### config.mk
export PLATFORM = sky130hd
export DESIGN_NAME = timer_counters
export DESIGN_NICKNAME = d
export VERILOG_FILES = /design/src/timer_pkg.sv /design/src/basic_timer.sv /design/src/timer_counters.sv
export SDC_FILE = /design/constraint.sdc
export NUM_CORES = 1
export LEC_CHECK = 0
export ABC_AREA = 0
export BUFFER_PORTS_ARGS = -buffer_cell sky130_fd_sc_hd__buf_2
export CAP_MARGIN = 20
export CORE_ASPECT_RATIO = 0.75
export CORE_MARGIN = 4
export CORE_UTILIZATION = 47
export DETAILED_ROUTE_END_ITERATION = 12
export GPL_ROUTABILITY_DRIVEN = 0
export GPL_TIMING_DRIVEN = 0
export PLACE_DENSITY = 0.74
export SETUP_SLACK_MARGIN = 0.3
export SLEW_MARGIN = 20
export SYNTH_ARGS = -nofsm -noshare
export SYNTH_HDL_FRONTEND = slang
export SYNTH_HIERARCHICAL = 1
export SYNTH_SLANG_ARGS = --single-unit
### constraint.sdc
create_clock -name clk -period 7.95 [get_ports clk]
set_input_delay 2.385 -clock clk [delete_from_list [all_inputs] [get_ports clk]]
set_output_delay 2.385 -clock clk [all_outputs]
set_load 0.01 [all_outputs]
### src/timer_pkg.sv
// shared constants for the timer/counter block
package timer_pkg;

  localparam int unsigned ADDR_W = 10;

  // register indices; byte address on the bus is four times the index
  localparam logic [7:0] IDX_RUN_CONTROL = 8'h88;
  localparam logic [7:0] IDX_TIMER_MODE_CONTROL = 8'h89;
  localparam logic [7:0] IDX_TIMER0_LOW_BYTE = 8'h8A;
  localparam logic [7:0] IDX_TIMER1_LOW_BYTE = 8'h8B;
  localparam logic [7:0] IDX_TIMER0_HIGH_BYTE = 8'h8C;
  localparam logic [7:0] IDX_TIMER1_HIGH_BYTE = 8'h8D;
  localparam logic [7:0] IDX_THIRD_TIMER_CONTROL = 8'hC8;
  localparam logic [7:0] IDX_THIRD_TIMER_MODE = 8'hC9;
  localparam logic [7:0] IDX_RELOAD_CAPTURE_LOW = 8'hCA;
  localparam logic [7:0] IDX_RELOAD_CAPTURE_HIGH = 8'hCB;
  localparam logic [7:0] IDX_THIRD_TIMER_LOW_BYTE = 8'hCC;
  localparam logic [7:0] IDX_THIRD_TIMER_HIGH_BYTE = 8'hCD;
  localparam logic [7:0] IDX_IRQ_STATUS = 8'hD0;
  localparam logic [7:0] IDX_IRQ_MASK = 8'hD1;

  // timer_mode_control fields
  localparam int MODE_SECOND_TIMER_GATING = 7;
  localparam int MODE_SRC1 = 6;
  localparam int MODE_FIRST_TIMER_GATING = 3;
  localparam int MODE_SRC0 = 2;

  // run control fields
  localparam int RUN_FIRST = 0;
  localparam int RUN_SECOND = 1;

  // third_timer_control fields
  localparam int T2C_OVF = 7;
  localparam int T2C_EXT = 6;
  localparam int T2C_RUN = 2;
  localparam int T2C_SRC = 1;
  localparam int T2C_CPRL = 0;
  localparam logic [7:0] T2C_STORED = 8'hC7;

  // third_timer_mode field
  localparam int T2M_DOWN_COUNT_ENABLE = 0;

  // interrupt status bits
  localparam int IRQ_T0 = 0;
  localparam int IRQ_T1 = 1;
  localparam int IRQ_T2 = 2;
  localparam int IRQ_W = 3;

  localparam logic [7:0] RST_BYTE = 8'h00;
  localparam logic [15:0] RST_WORD = 16'h0000;
  localparam logic [15:0] COUNT_TOP = 16'hFFFF;

  // cycles of clk per count tick
  localparam int T2_DIV = 6;
  localparam int BASE_DIV_DEFAULT = 12;

  typedef enum logic [1:0] {
    MODE_13BIT = 2'b00,
    MODE_16BIT = 2'b01,
    MODE_RELOAD = 2'b10,
    MODE_SPLIT = 2'b11
  } timer_mode_t;

endpackage

### src/basic_timer.sv
// one basic timer: two count bytes and the four counting modes
module basic_timer (
  input wire logic clk,
  input wire logic rst,
  input wire logic inc_low,
  input wire logic inc_high,
  input wire logic wr_low,
  input wire logic wr_high,
  input wire logic [7:0] wdata,
  input wire timer_pkg::timer_mode_t mode,
  output logic [7:0] low_q,
  output logic [7:0] high_q,
  output logic ovf_low,
  output logic ovf_high
);

  logic [7:0] low_d;
  logic [7:0] high_d;

  always_comb
  begin
    low_d = low_q;
    high_d = high_q;
    ovf_low = 1'b0;
    ovf_high = 1'b0;
    case (mode)
      timer_pkg::MODE_13BIT:
        if (inc_low)
        begin
          // upper three low bits are left alone and carry no meaning
          low_d[4:0] = low_q[4:0] + 5'h01;
          if (low_q[4:0] == 5'h1F)
          begin
            high_d = high_q + 8'h01;
            ovf_low = (high_q == 8'hFF);
          end
        end
      timer_pkg::MODE_16BIT:
        if (inc_low)
        begin
          {high_d, low_d} = {high_q, low_q} + 16'h0001;
          ovf_low = ({high_q, low_q} == timer_pkg::COUNT_TOP);
        end
      timer_pkg::MODE_RELOAD:
        if (inc_low)
        begin
          if (low_q == 8'hFF)
          begin
            low_d = high_q;
            ovf_low = 1'b1;
          end
          else
            low_d = low_q + 8'h01;
        end
      default:
      begin
        if (inc_low)
        begin
          low_d = low_q + 8'h01;
          ovf_low = (low_q == 8'hFF);
        end
        if (inc_high)
        begin
          high_d = high_q + 8'h01;
          ovf_high = (high_q == 8'hFF);
        end
      end
    endcase
    // a software write wins over a count in the same cycle
    if (wr_low)
      low_d = wdata;
    if (wr_high)
      high_d = wdata;
  end

  always_ff @(posedge clk or posedge rst)
  begin
    if (rst)
    begin
      low_q <= timer_pkg::RST_BYTE;
      high_q <= timer_pkg::RST_BYTE;
    end
    else
    begin
      low_q <= low_d;
      high_q <= high_d;
    end
  end

  property p_prescale_carry;
    @(posedge clk) disable iff (rst)
    (mode == timer_pkg::MODE_13BIT && inc_low && low_q[4:0] == 5'h1F && !wr_low && !wr_high)
      |=> (high_q == 8'($past(high_q) + 8'h01)) && (low_q[4:0] == 5'h00);
  endproperty
  a_prescale_carry: assert property (p_prescale_carry)
    else $error("prescaler wrap did not step the high byte");

  property p_cascade;
    @(posedge clk) disable iff (rst)
    (mode == timer_pkg::MODE_16BIT && inc_low && low_q == 8'hFF && !wr_low && !wr_high)
      |=> (low_q == 8'h00) && (high_q == 8'($past(high_q) + 8'h01));
  endproperty
  a_cascade: assert property (p_cascade)
    else $error("16-bit mode did not carry into the high byte");

  property p_reload;
    @(posedge clk) disable iff (rst)
    (mode == timer_pkg::MODE_RELOAD && inc_low && low_q == 8'hFF && !wr_low && !wr_high)
      ##0 ovf_low |=> (low_q == $past(high_q)) && $stable(high_q);
  endproperty
  a_reload: assert property (p_reload)
    else $error("auto-reload did not load the low byte from the high byte");

  c_reload: cover property (@(posedge clk) disable iff (rst)
    mode == timer_pkg::MODE_RELOAD && ovf_low);

endmodule

### src/timer_counters.sv
// timer/counter block: two basic timers, an up/down third timer, register slave
//
// The Avalon-MM interface to the registers is this design's own decision.
module timer_counters #(
  parameter int BASE_DIV = timer_pkg::BASE_DIV_DEFAULT
) (
  input wire logic clk,
  input wire logic rst,
  input wire logic [timer_pkg::ADDR_W-1:0] address,
  input wire logic read,
  input wire logic write,
  input wire logic [31:0] writedata,
  input wire logic [3:0] byteenable,
  output logic [31:0] readdata,
  output logic waitrequest,
  output logic irq,
  input wire logic first_gate_pin,
  input wire logic second_gate_pin,
  input wire logic first_count_pin,
  input wire logic second_count_pin,
  input wire logic third_count_pin,
  input wire logic direction_pin
);

  localparam int DIV_W = (BASE_DIV > 1) ? $clog2(BASE_DIV) : 1;
  localparam int T2_W = $clog2(timer_pkg::T2_DIV);

  ////////////////////////////////////////////////////////////////////////////
  // bus slave: one wait cycle, then the request is taken

  logic [7:0] timer_mode_control_q;
  logic [1:0] run_q;
  logic [7:0] third_timer_control_q;
  logic down_count_enable_q;
  logic [15:0] reload_capture_q;
  logic [15:0] t2_cnt_q;
  logic [timer_pkg::IRQ_W-1:0] irq_status_q;
  logic [timer_pkg::IRQ_W-1:0] irq_mask_q;
  logic [7:0] t0_low;
  logic [7:0] t0_high;
  logic [7:0] t1_low;
  logic [7:0] t1_high;
  logic waitrequest_q;
  logic [31:0] readdata_q;
  logic irq_q;
  logic wr_en;
  logic [7:0] wd;
  logic [31:0] rd_val;

  assign waitrequest = waitrequest_q;
  assign readdata = readdata_q;
  assign irq = irq_q;
  assign wr_en = write && !waitrequest_q && byteenable[0];
  assign wd = writedata[7:0];

  function automatic logic hit(input logic [timer_pkg::ADDR_W-1:0] a, input logic [7:0] idx);
    hit = (a == {idx, 2'b00});
  endfunction

  logic wr_mode;
  logic wr_run;
  logic wr_t0_low;
  logic wr_t0_high;
  logic wr_t1_low;
  logic wr_t1_high;
  logic wr_t2_ctrl;
  logic wr_t2_mode;
  logic wr_rcap_low;
  logic wr_rcap_high;
  logic wr_t2_low;
  logic wr_t2_high;
  logic wr_status;
  logic wr_mask;

  assign wr_mode = wr_en && hit(address, timer_pkg::IDX_TIMER_MODE_CONTROL);
  assign wr_run = wr_en && hit(address, timer_pkg::IDX_RUN_CONTROL);
  assign wr_t0_low = wr_en && hit(address, timer_pkg::IDX_TIMER0_LOW_BYTE);
  assign wr_t0_high = wr_en && hit(address, timer_pkg::IDX_TIMER0_HIGH_BYTE);
  assign wr_t1_low = wr_en && hit(address, timer_pkg::IDX_TIMER1_LOW_BYTE);
  assign wr_t1_high = wr_en && hit(address, timer_pkg::IDX_TIMER1_HIGH_BYTE);
  assign wr_t2_ctrl = wr_en && hit(address, timer_pkg::IDX_THIRD_TIMER_CONTROL);
  assign wr_t2_mode = wr_en && hit(address, timer_pkg::IDX_THIRD_TIMER_MODE);
  assign wr_rcap_low = wr_en && hit(address, timer_pkg::IDX_RELOAD_CAPTURE_LOW);
  assign wr_rcap_high = wr_en && hit(address, timer_pkg::IDX_RELOAD_CAPTURE_HIGH);
  assign wr_t2_low = wr_en && hit(address, timer_pkg::IDX_THIRD_TIMER_LOW_BYTE);
  assign wr_t2_high = wr_en && hit(address, timer_pkg::IDX_THIRD_TIMER_HIGH_BYTE);
  assign wr_status = wr_en && hit(address, timer_pkg::IDX_IRQ_STATUS);
  assign wr_mask = wr_en && hit(address, timer_pkg::IDX_IRQ_MASK);

  always_comb
  begin
    rd_val = 32'h0000_0000;
    if (hit(address, timer_pkg::IDX_TIMER_MODE_CONTROL))
      rd_val[7:0] = timer_mode_control_q;
    else if (hit(address, timer_pkg::IDX_RUN_CONTROL))
      rd_val[1:0] = run_q;
    else if (hit(address, timer_pkg::IDX_TIMER0_LOW_BYTE))
      rd_val[7:0] = t0_low;
    else if (hit(address, timer_pkg::IDX_TIMER0_HIGH_BYTE))
      rd_val[7:0] = t0_high;
    else if (hit(address, timer_pkg::IDX_TIMER1_LOW_BYTE))
      rd_val[7:0] = t1_low;
    else if (hit(address, timer_pkg::IDX_TIMER1_HIGH_BYTE))
      rd_val[7:0] = t1_high;
    else if (hit(address, timer_pkg::IDX_THIRD_TIMER_CONTROL))
      rd_val[7:0] = third_timer_control_q;
    else if (hit(address, timer_pkg::IDX_THIRD_TIMER_MODE))
      rd_val[0] = down_count_enable_q;
    else if (hit(address, timer_pkg::IDX_RELOAD_CAPTURE_LOW))
      rd_val[7:0] = reload_capture_q[7:0];
    else if (hit(address, timer_pkg::IDX_RELOAD_CAPTURE_HIGH))
      rd_val[7:0] = reload_capture_q[15:8];
    else if (hit(address, timer_pkg::IDX_THIRD_TIMER_LOW_BYTE))
      rd_val[7:0] = t2_cnt_q[7:0];
    else if (hit(address, timer_pkg::IDX_THIRD_TIMER_HIGH_BYTE))
      rd_val[7:0] = t2_cnt_q[15:8];
    else if (hit(address, timer_pkg::IDX_IRQ_STATUS))
      rd_val[timer_pkg::IRQ_W-1:0] = irq_status_q;
    else if (hit(address, timer_pkg::IDX_IRQ_MASK))
      rd_val[timer_pkg::IRQ_W-1:0] = irq_mask_q;
  end

  always_ff @(posedge clk or posedge rst)
  begin
    if (rst)
    begin
      waitrequest_q <= 1'b1;
      readdata_q <= 32'h0000_0000;
    end
    else
    begin
      waitrequest_q <= !((read || write) && waitrequest_q);
      if (read && waitrequest_q)
        readdata_q <= rd_val;
    end
  end

  ////////////////////////////////////////////////////////////////////////////
  // configuration registers

  always_ff @(posedge clk or posedge rst)
  begin
    if (rst)
    begin
      timer_mode_control_q <= timer_pkg::RST_BYTE;
      run_q <= 2'b00;
      down_count_enable_q <= 1'b0;
      reload_capture_q <= timer_pkg::RST_WORD;
      irq_mask_q <= '0;
    end
    else
    begin
      if (wr_mode)
        timer_mode_control_q <= wd;
      if (wr_run)
        run_q <= wd[1:0];
      if (wr_t2_mode)
        down_count_enable_q <= wd[timer_pkg::T2M_DOWN_COUNT_ENABLE];
      if (wr_rcap_low)
        reload_capture_q[7:0] <= wd;
      if (wr_rcap_high)
        reload_capture_q[15:8] <= wd;
      if (wr_mask)
        irq_mask_q <= wd[timer_pkg::IRQ_W-1:0];
    end
  end

  ////////////////////////////////////////////////////////////////////////////
  // count sources

  logic [DIV_W-1:0] base_div_q;
  logic base_tick;
  logic [T2_W-1:0] t2_div_q;
  logic t2_div_tick;
  logic [2:0] pin_prev_q;
  logic fall0;
  logic fall1;
  logic fall2;

  assign base_tick = (base_div_q == DIV_W'(BASE_DIV - 1));
  assign t2_div_tick = (t2_div_q == T2_W'(timer_pkg::T2_DIV - 1));
  // pins arrive synchronous, so one stage of history is enough for edges
  assign fall0 = pin_prev_q[0] && !first_count_pin;
  assign fall1 = pin_prev_q[1] && !second_count_pin;
  assign fall2 = pin_prev_q[2] && !third_count_pin;

  always_ff @(posedge clk or posedge rst)
  begin
    if (rst)
    begin
      base_div_q <= '0;
      t2_div_q <= '0;
      pin_prev_q <= 3'b000;
    end
    else
    begin
      base_div_q <= base_tick ? '0 : DIV_W'(base_div_q + 1'b1);
      t2_div_q <= t2_div_tick ? '0 : T2_W'(t2_div_q + 1'b1);
      pin_prev_q <= {third_count_pin, second_count_pin, first_count_pin};
    end
  end

  ////////////////////////////////////////////////////////////////////////////
  // basic timers

  timer_pkg::timer_mode_t mode0;
  timer_pkg::timer_mode_t mode1;
  logic split0;
  logic en0;
  logic en1;
  logic inc0;
  logic inc0_high;
  logic inc1;
  logic t0_ovf_low;
  logic t0_ovf_high;
  logic t1_ovf_low;
  logic ev_t0;
  logic ev_t1;

  assign mode0 = timer_pkg::timer_mode_t'(timer_mode_control_q[1:0]);
  assign mode1 = timer_pkg::timer_mode_t'(timer_mode_control_q[5:4]);
  assign split0 = (mode0 == timer_pkg::MODE_SPLIT);
  assign en0 = run_q[timer_pkg::RUN_FIRST]
    && (!timer_mode_control_q[timer_pkg::MODE_FIRST_TIMER_GATING] || first_gate_pin);
  assign en1 = run_q[timer_pkg::RUN_SECOND]
    && (!timer_mode_control_q[timer_pkg::MODE_SECOND_TIMER_GATING] || second_gate_pin);
  assign inc0 = en0 && (timer_mode_control_q[timer_pkg::MODE_SRC0] ? fall0 : base_tick);
  // split high byte always counts the internal clock under the second run bit
  assign inc0_high = split0 && run_q[timer_pkg::RUN_SECOND] && base_tick;
  // second timer in its split code is halted and keeps its count
  assign inc1 = (mode1 != timer_pkg::MODE_SPLIT) && en1
    && (timer_mode_control_q[timer_pkg::MODE_SRC1] ? fall1 : base_tick);
  assign ev_t0 = t0_ovf_low;
  assign ev_t1 = split0 ? t0_ovf_high : t1_ovf_low;

  basic_timer u_timer0 (
    .clk(clk),
    .rst(rst),
    .inc_low(inc0),
    .inc_high(inc0_high),
    .wr_low(wr_t0_low),
    .wr_high(wr_t0_high),
    .wdata(wd),
    .mode(mode0),
    .low_q(t0_low),
    .high_q(t0_high),
    .ovf_low(t0_ovf_low),
    .ovf_high(t0_ovf_high)
  );

  basic_timer u_timer1 (
    .clk(clk),
    .rst(rst),
    .inc_low(inc1),
    .inc_high(1'b0),
    .wr_low(wr_t1_low),
    .wr_high(wr_t1_high),
    .wdata(wd),
    .mode(mode1),
    .low_q(t1_low),
    .high_q(t1_high),
    .ovf_low(t1_ovf_low),
    .ovf_high()
  );

  ////////////////////////////////////////////////////////////////////////////
  // third timer: 16-bit auto-reload, up or down

  logic t2_inc;
  logic t2_up;
  logic t2_evt;
  logic [15:0] t2_cnt_d;
  logic [7:0] t2_ctrl_base;

  assign t2_inc = third_timer_control_q[timer_pkg::T2C_RUN]
    && (third_timer_control_q[timer_pkg::T2C_SRC] ? fall2 : t2_div_tick);
  assign t2_up = !down_count_enable_q || direction_pin;

  always_comb
  begin
    t2_cnt_d = t2_cnt_q;
    t2_evt = 1'b0;
    if (t2_inc)
    begin
      if (t2_up)
      begin
        if (t2_cnt_q == timer_pkg::COUNT_TOP)
        begin
          t2_cnt_d = reload_capture_q;
          t2_evt = 1'b1;
        end
        else
          t2_cnt_d = t2_cnt_q + 16'h0001;
      end
      else if (t2_cnt_q == reload_capture_q)
      begin
        t2_cnt_d = timer_pkg::COUNT_TOP;
        t2_evt = 1'b1;
      end
      else
        t2_cnt_d = t2_cnt_q - 16'h0001;
    end
    if (wr_t2_low)
      t2_cnt_d[7:0] = wd;
    if (wr_t2_high)
      t2_cnt_d[15:8] = wd;
  end

  // software may clear the flags, but a same-cycle wrap still lands
  assign t2_ctrl_base = wr_t2_ctrl ? (wd & timer_pkg::T2C_STORED) : third_timer_control_q;

  always_ff @(posedge clk or posedge rst)
  begin
    if (rst)
    begin
      t2_cnt_q <= timer_pkg::RST_WORD;
      third_timer_control_q <= timer_pkg::RST_BYTE;
    end
    else
    begin
      t2_cnt_q <= t2_cnt_d;
      third_timer_control_q <= t2_ctrl_base;
      third_timer_control_q[timer_pkg::T2C_OVF] <=
        t2_ctrl_base[timer_pkg::T2C_OVF] || t2_evt;
      third_timer_control_q[timer_pkg::T2C_EXT] <=
        t2_ctrl_base[timer_pkg::T2C_EXT] ^ (t2_evt && down_count_enable_q);
    end
  end

  ////////////////////////////////////////////////////////////////////////////
  // interrupts: sticky status, write one to clear, set wins

  always_ff @(posedge clk or posedge rst)
  begin
    if (rst)
    begin
      irq_status_q <= '0;
      irq_q <= 1'b0;
    end
    else
    begin
      // the external flag toggle is kept out of the status on purpose
      irq_status_q <= (irq_status_q & ~(wr_status ? wd[timer_pkg::IRQ_W-1:0] : '0))
        | {t2_evt, ev_t1, ev_t0};
      irq_q <= |(irq_status_q & irq_mask_q);
    end
  end

  ////////////////////////////////////////////////////////////////////////////
  // checks

  property p_gate_hold;
    @(posedge clk) disable iff (rst)
    (timer_mode_control_q[timer_pkg::MODE_FIRST_TIMER_GATING] && !first_gate_pin && !wr_t0_low)
      |=> $stable(t0_low);
  endproperty
  a_gate_hold: assert property (p_gate_hold)
    else $error("gated timer0 low byte moved while its gate pin was low");

  property p_src_edge;
    @(posedge clk) disable iff (rst)
    (timer_mode_control_q[timer_pkg::MODE_SRC0] && !fall0 && !wr_t0_low)
      |=> $stable(t0_low);
  endproperty
  a_src_edge: assert property (p_src_edge)
    else $error("counter-mode timer0 moved without a falling pin edge");

  property p_split_flag;
    @(posedge clk) disable iff (rst)
    (split0 && inc0_high && t0_high == 8'hFF && !wr_t0_high)
      |=> irq_status_q[timer_pkg::IRQ_T1];
  endproperty
  a_split_flag: assert property (p_split_flag)
    else $error("split high byte wrap did not set the second timer flag");

  property p_t2_stop;
    @(posedge clk) disable iff (rst)
    (!third_timer_control_q[timer_pkg::T2C_RUN] && !wr_t2_low && !wr_t2_high)
      |=> $stable(t2_cnt_q);
  endproperty
  a_t2_stop: assert property (p_t2_stop)
    else $error("third timer moved while stopped");

  property p_t2_div;
    @(posedge clk) disable iff (rst)
    t2_div_tick |=> !t2_div_tick [*5] ##1 t2_div_tick;
  endproperty
  a_t2_div: assert property (p_t2_div)
    else $error("third timer internal tick is not every six cycles");

  property p_t2_ovf;
    @(posedge clk) disable iff (rst)
    (t2_inc && t2_up && t2_cnt_q == timer_pkg::COUNT_TOP && !wr_t2_low && !wr_t2_high)
      |=> (t2_cnt_q == $past(reload_capture_q)) && third_timer_control_q[timer_pkg::T2C_OVF]
        && irq_status_q[timer_pkg::IRQ_T2];
  endproperty
  a_t2_ovf: assert property (p_t2_ovf)
    else $error("third timer overflow did not reload and flag");

  property p_t2_udf;
    @(posedge clk) disable iff (rst)
    (t2_inc && !t2_up && t2_cnt_q == reload_capture_q && !wr_t2_low && !wr_t2_high)
      |=> (t2_cnt_q == timer_pkg::COUNT_TOP) && third_timer_control_q[timer_pkg::T2C_OVF];
  endproperty
  a_t2_udf: assert property (p_t2_udf)
    else $error("third timer underflow did not load FFFFh and flag");

  property p_ext_toggle;
    @(posedge clk) disable iff (rst)
    (!wr_t2_ctrl && !(t2_evt && down_count_enable_q))
      |=> $stable(third_timer_control_q[timer_pkg::T2C_EXT]);
  endproperty
  a_ext_toggle: assert property (p_ext_toggle)
    else $error("external flag changed without an up/down wrap");

  property p_up_only;
    @(posedge clk) disable iff (rst)
    (t2_inc && !down_count_enable_q && t2_cnt_q != timer_pkg::COUNT_TOP
      && !wr_t2_low && !wr_t2_high)
      |=> t2_cnt_q == 16'($past(t2_cnt_q) + 16'h0001);
  endproperty
  a_up_only: assert property (p_up_only)
    else $error("third timer did not count up with down count disabled");

  c_split_wrap: cover property (@(posedge clk) disable iff (rst) split0 && t0_ovf_high);
  c_t2_under: cover property (@(posedge clk) disable iff (rst) t2_evt && !t2_up);
  c_t2_over: cover property (@(posedge clk) disable iff (rst) t2_evt && t2_up);

endmodule

==> results of run 1 <==
-- cell type report --
type	instances	area [um^2]	share of cell area
Tap cell	236	295	0.0318
Inverter	38	145	0.0156
Timing Repair Buffer	38	213	0.0229
Buffer	90	498	0.0537
Clock buffer	10	239	0.0258
Multi-Input combinational cell	795	5160	0.556
Sequential cell	106	2650	0.286
Clock inverter	6	78.8	0.00850
-- state kept, by name, summed over array words and instances, names as in the netlist, 4 cells and up --
| register | cells |
|---|---|
| reload_capture_q | 16 |
| u_timer0/high_q | 8 |
| u_timer1/low_q | 8 |
| third_timer_control_q | 5 |
| u_timer0/low_q | 8 |
| u_timer1/high_q | 8 |
| base_div_q | 4 |
| t2_cnt_q | 16 |
| timer_mode_control_q | 8 |
| readdata | 8 |
-- worst paths after layout --
path | from | end | slack [ps]
worst max-delay path | address[7] | u_timer1/low_q[7] | 2750
worst min-delay path | base_div_q[0] | base_div_q[0] | 460
worst max register to register | t2_cnt_q[0] | t2_cnt_q[11] | 4840
worst min register to register | base_div_q[0] | base_div_q[0] | 460
max in group asynchronous | rst | waitrequest | 5350
min in group asynchronous | rst | readdata[4] | 2000
-- stage by stage --
step	std cells	total power, mW	instance area (um^2)	utilization	setup slack [ps]
3_5_place_dp	1303	0.757	8950	0.523	2550
5_1_grt	1319	1.28	9280	0.542	2510
2_1_floorplan	1029	0.690	8440	-	3330
4_1_cts	1319	1.24	9270	0.541	2890
3_3_place_gp	1302	0.753	8920	0.521	2530
6_report	1319	1.24	9280	0.542	2750
-- metal layers --
layer | vias to the layer above | part of all wire
li1 | 3868 | -
met1 | 4150 | 0.45
met2 | 603 | 0.40
met3 | 63 | 0.13
met4 | 0 | 0.022
met5 | - | 0
-- critical path, stage by stage --
cell       delay, ps
buf_2            110
clkbuf_1         210
nor4b_2          840
and3_1           280
clkbuf_1         230
nor2b_1          310
clkbuf_1         390
clkbuf_1         440
a21oi_1          140
o2bb2ai_1        150
-- power breakdown --
group	switching (mW)	internal, mW
sequential	0.0331	0.557
combinational	0.106	0.0582
clock	0.230	0.260
total	0.369	0.875
==> metrics.md, run 1 <==
| Metric | Value |
|---|---|
| Die Y | `123 um` |
| Drt pass-1 iters | `6` |
| Root cell of the clock tree | `clkbuf_16` |
| Crit Path Class | `primary input to flip-flop` |
| Longest Clk Path Bufs | `2` |
| Rows | `41` |
| Routed wire length | `28,100 um` |
| Initial antenna violation count | `0` |
| Worst EP required | `8240 ps` |
| Worst Setup End Kind | `flip-flop` |
| Hold path depth | `1` |
| CTS Hold Bufs | `0` |
| LEAKAGE | `3.89 nW` |
| Vias | `8,684` |
| Max Clock Freq | `192 MHz` |
| Die area | `20,000 um^2` |
| Met3 Usage GRT | `0.0896` |
| CTS tree | `yes` |
| Nets | `1,151` |
| Setup TNS | `0 ps` |
| Layout cell share with drive strength beyond 1 | `0.139` |
| RSZ-0062 raised after global routing | `no` |
| Commonest non-fill, non-tap cell in the layout | `dfrtp_1` |
| Ant diodes | `0` |
| Worst hold slack | `459 ps` |
| Clk_skew | `13.7 ps` |
| Cts repair resizes | `0` |
| Tot GR Track Use | `0.282` |
| First-pass GRT wire length | `44,100 um` |
| Final HPWL from detailed placement | `20,500 um` |
| Met1 Usage GRT | `0.425` |
| Num CTS Buffers | `9` |
| Initial DRC Count | `1,526` |
| Reg clk slew, reported paths | `80 ps` |
| Clock Latency Late Sink | `370 ps` |
| Crit Path Max Fanout | `10` |
| Peak supply drop | `0.0000992 V` |
| Cells after synthesis | `1,005` |
| Postcts setup bufs | `0` |
| GRT Max-Usage Layer | `met1` |
| Startpoint types | `primary input` |
| Worst Reg-to-Reg Cells | `8` |
| Vias per cell | `6.58` |
| Power density cells | `134 nW/um^2` |
| # clock sinks | `106` |
| H-tree levels | `3` |
| Hold Crit Class | `flip-flop to flip-flop` |
| Fin. Hold Viols | `0` |
| Status | `finished, final reports clean` |
| Final setup violation count | `0` |
| Max-cap check violation count | `0` |
| Period minus WS final | `5200 ps` |
| Core ar. | `17,100 um^2` |
| Worst Max-Slew Pin Slew | `917 ps` |
| Met2 Track Usage GR | `0.388` |
| CP arrival | `5490 ps` |
| Die span in x | `162 um` |
| FILL cells | `1,648` |
| Final Cycle Share | `0.655` |
| DRC | `0` |
| Avg Synthesized Cell Area | `8.31 um^2` |
| ANT nets after route | `0` |
| IO Port Bufs | `37` |
| Vias in the first global route | `7,674` |
| Layout area overhead | `11.1%` |
| Rel. slew slack | `0.387` |
| Most frequent cells in the layout | `dfrtp_1, nand2_1, nor2_1` |
| Synth warn | `6` |
| # IOs | `90` |
| Starting Density | `0.488` |
| Slew Viols, Final | `0` |
| Largest net degree at the start of global routing | `51` |
| Mapped Area | `8350 um^2` |
| Total gr overflow | `0` |
| Wire length per cell | `21.3 um` |
Power figures use the tool's default switching activity.
==> run 2, diff against run 1 <==
- ABC_AREA: 0 -> 1
- clock period: 7.95 -> 4.9 ns (I/O delays scaled with it)
==> run 2 against run 1 <==
Clock skew is 3.1 ps lower. Sequential power grew 54%. Via count is 0.63% higher. Critical path depth rose by 1. First-iteration DRC count is 19% lower. Register-to-register slack worse by 2700 ps. Clock power is 43% higher. Sequential cell count stayed put. Largest cell class unchanged. Synthesized area grew 0.81%. Sequential share of layout area down 0.088 points. Non-clock buffer count down 42.
==> metrics.md, run 2 <==
| Metric | Value |
|---|---|
| Status | `finished, final reports clean (unchanged)` |
| Max Clock Freq | `277 MHz` |
| Slew Viols, Final | `0 (unchanged)` |
| Internal Power | `1.31 mW (was 875 uW)` |
| Mapped Area | `8420 um^2 (was 8350 um^2)` |
| Total power | `1.80 mW (was 1.24 mW)` |
| Fin. Hold Viols | `0 (unchanged)` |
| DP Area | `9030 um^2 (was 8950 um^2)` |
| Core ar. | `17,600 um^2 (was 17,100 um^2)` |
| Rows | `42 (was 41)` |
| CP arrival | `3840 ps (was 5490 ps)` |
| Initial DRC Count | `1,243 (was 1,526)` |
| LEAKAGE | `4.61 nW (was 3.89 nW)` |
| Peak supply drop | `0.000134 V (was 0.0000992 V)` |
| Postcts setup bufs | `0 (unchanged)` |
| Avg Synthesized Cell Area | `6.62 um^2 (was 8.31 um^2)` |
| Hold Crit Class | `flip-flop to flip-flop (unchanged)` |
| Vias in the first global route | `7,702 (was 7,674)` |
| ANT nets after route | `0 (unchanged)` |
| Root cell of the clock tree | `clkbuf_16 (unchanged)` |
| Clk_skew | `10.5 ps (was 13.7 ps)` |
| Top Registers | `reload_capture_q (16), t2_cnt_q (16) (unchanged)` |
| Startpoint types | `primary input (unchanged)` |
| Setup TNS | `0 ps (unchanged)` |
| Synth warn | `6 (unchanged)` |
| Crit Path Class | `primary input to flip-flop (unchanged)` |
| Max-cap check violation count | `0 (unchanged)` |
| H-tree levels | `3 (unchanged)` |
| Worst Max-Slew Pin Slew | `768 ps (was 917 ps)` |
| Die Y | `124 um (was 123 um)` |
| Cells after synthesis | `1,273 (was 1,005)` |
| Sw Ratio | `0.269 (was 0.297)` |
| Final setup violation count | `0 (unchanged)` |
| CTS tree | `yes (unchanged)` |
| Die span in x | `163 um (was 162 um)` |
| Most frequent cells in the layout | `nand2_1, inv_1, nor2_1 (was dfrtp_1, nand2_1, nor2_1)` |
| Vias | `8,739 (was 8,684)` |
| Sw Pwr | `483 uW (was 369 uW)` |
| Ant diodes | `0 (unchanged)` |
| Rel. slew slack | `0.486 (was 0.387)` |
| Clock Latency Late Sink | `360 ps (was 370 ps)` |
| Crit Path Max Fanout | `10 (unchanged)` |
| # clock sinks | `106 (unchanged)` |
| Comb power frac | `0.101 (was 0.132)` |
| Commonest non-fill, non-tap cell in the layout | `nand2_1 (was dfrtp_1)` |
| CTS Hold Bufs | `0 (unchanged)` |
| Period minus WS final | `3610 ps` |
| Seq pwr share | `0.507 (was 0.474)` |
| Largest net degree at the start of global routing | `43 (was 51)` |
| Worst Setup End Kind | `flip-flop (unchanged)` |
| # IOs | `90 (unchanged)` |
| Reg clk slew, reported paths | `70 ps (was 80 ps)` |
| Finished Layout Cells | `1,594 (was 1,319)` |
| Vias per cell | `5.48 (was 6.58)` |
| Layout cell share with drive strength beyond 1 | `0.135 (was 0.139)` |
| Initial antenna violation count | `0 (unchanged)` |
| Tot GR Track Use | `0.265 (was 0.282)` |
| Wire length per cell | `16.5 um (was 21.3 um)` |
| Cts repair resizes | `0 (unchanged)` |
| First-pass GRT wire length | `41,500 um (was 44,100 um)` |
| Met2 Track Usage GR | `0.360 (was 0.388)` |
| Final HPWL from detailed placement | `20,600 um (was 20,500 um)` |
| Routed wire length | `26,300 um (was 28,100 um)` |
| Power density cells | `193 nW/um^2 (was 134 nW/um^2)` |
| IO Port Bufs | `38 (was 37)` |
| Worst EP required | `5140 ps (was 8240 ps)` |
| Starting Density | `0.478 (was 0.488)` |
| Cell area after layout | `9310 um^2 (was 9280 um^2)` |
| Longest Clk Path Bufs | `2 (unchanged)` |
| Dpl cells | `1,578 (was 1,303)` |
| Final Cycle Share | `0.736` |
| Met1 Usage GRT | `0.408 (was 0.425)` |
| Die area | `20,100 um^2 (was 20,000 um^2)` |
| DRC | `0 (unchanged)` |
| RSZ-0062 raised after global routing | `no (unchanged)` |
| GRT Max-Usage Layer | `met1 (unchanged)` |
| Met3 Usage GRT | `0.0715 (was 0.0896)` |
| Nets | `1,420 (was 1,151)` |
| Total gr overflow | `0 (unchanged)` |
| Layout area overhead | `10.5% (was 11.1%)` |
| Num CTS Buffers | `9 (unchanged)` |
| Drt pass-1 iters | `6 (unchanged)` |
| Clk pwr share | `0.391 (was 0.394)` |
## run 2: power by group through the flow
| stage | sequential, mW | clock, mW | combinational (mW) |
|---|---|---|---|
| floorplan | 0.926 | 0 | 0.109 |
| CTS | 0.910 | 0.714 | 0.180 |
| detailed placement | 0.927 | 0 | 0.179 |
| global route | 0.913 | 0.747 | 0.201 |
| finish | 0.911 | 0.702 | 0.182 |
| global placement | 0.927 | 0 | 0.175 |
## run 2: per-layer routing
metal,part of all wire,up-vias
li1,-,4198
met4,0.025,0
met2,0.39,493
met3,0.12,58
met5,0,-
met1,0.46,3990
## run 2: per-stage QoR
step / hold WS, ps / util / setup WS [ps]
detailed placement: 457 / 0.513 / 986
CTS: 468 / 0.529 / 1360
global route: 493 / 0.529 / 1090
floorplan: 432 / - / 1550
finish: 463 / 0.529 / 1290
global placement: 451 / 0.512 / 577
## run 2: path summary, 6_finish.rpt
path	from	end	slack, ps	depth (start not counted)
worst max-delay path	write	u_timer0/high_q[6]	1290	11
worst min-delay path	t2_div_q[0]	t2_div_q[0]	460	1
worst max register to register	waitrequest	u_timer0/high_q[6]	2150	9
worst min register to register	t2_div_q[0]	t2_div_q[0]	460	1
max in group asynchronous	rst	waitrequest	3140	3
min in group asynchronous	rst	irq_status_q[0]	1140	2
## run 2: area by class of cell
cell class                 instances  area [um^2]
clock buffer                      11          243
fill                            1734         8300
sequential                       106         2650
tap                              242          303
timing repair buffer              39          210
inverter                         180          681
buffer                            47          304
multi-input combinational        964         4880
clock inverter                     5         37.5
## run 2: critical path, stage by stage
cell	delay [ps]
buf_2	90
nand2_1	40
nor2_1	580
inv_2	270
nor4_1	420
clkbuf_1	450
inv_1	80
nand3_1	160
inv_1	120
nand3_1	80
nand3_1	70
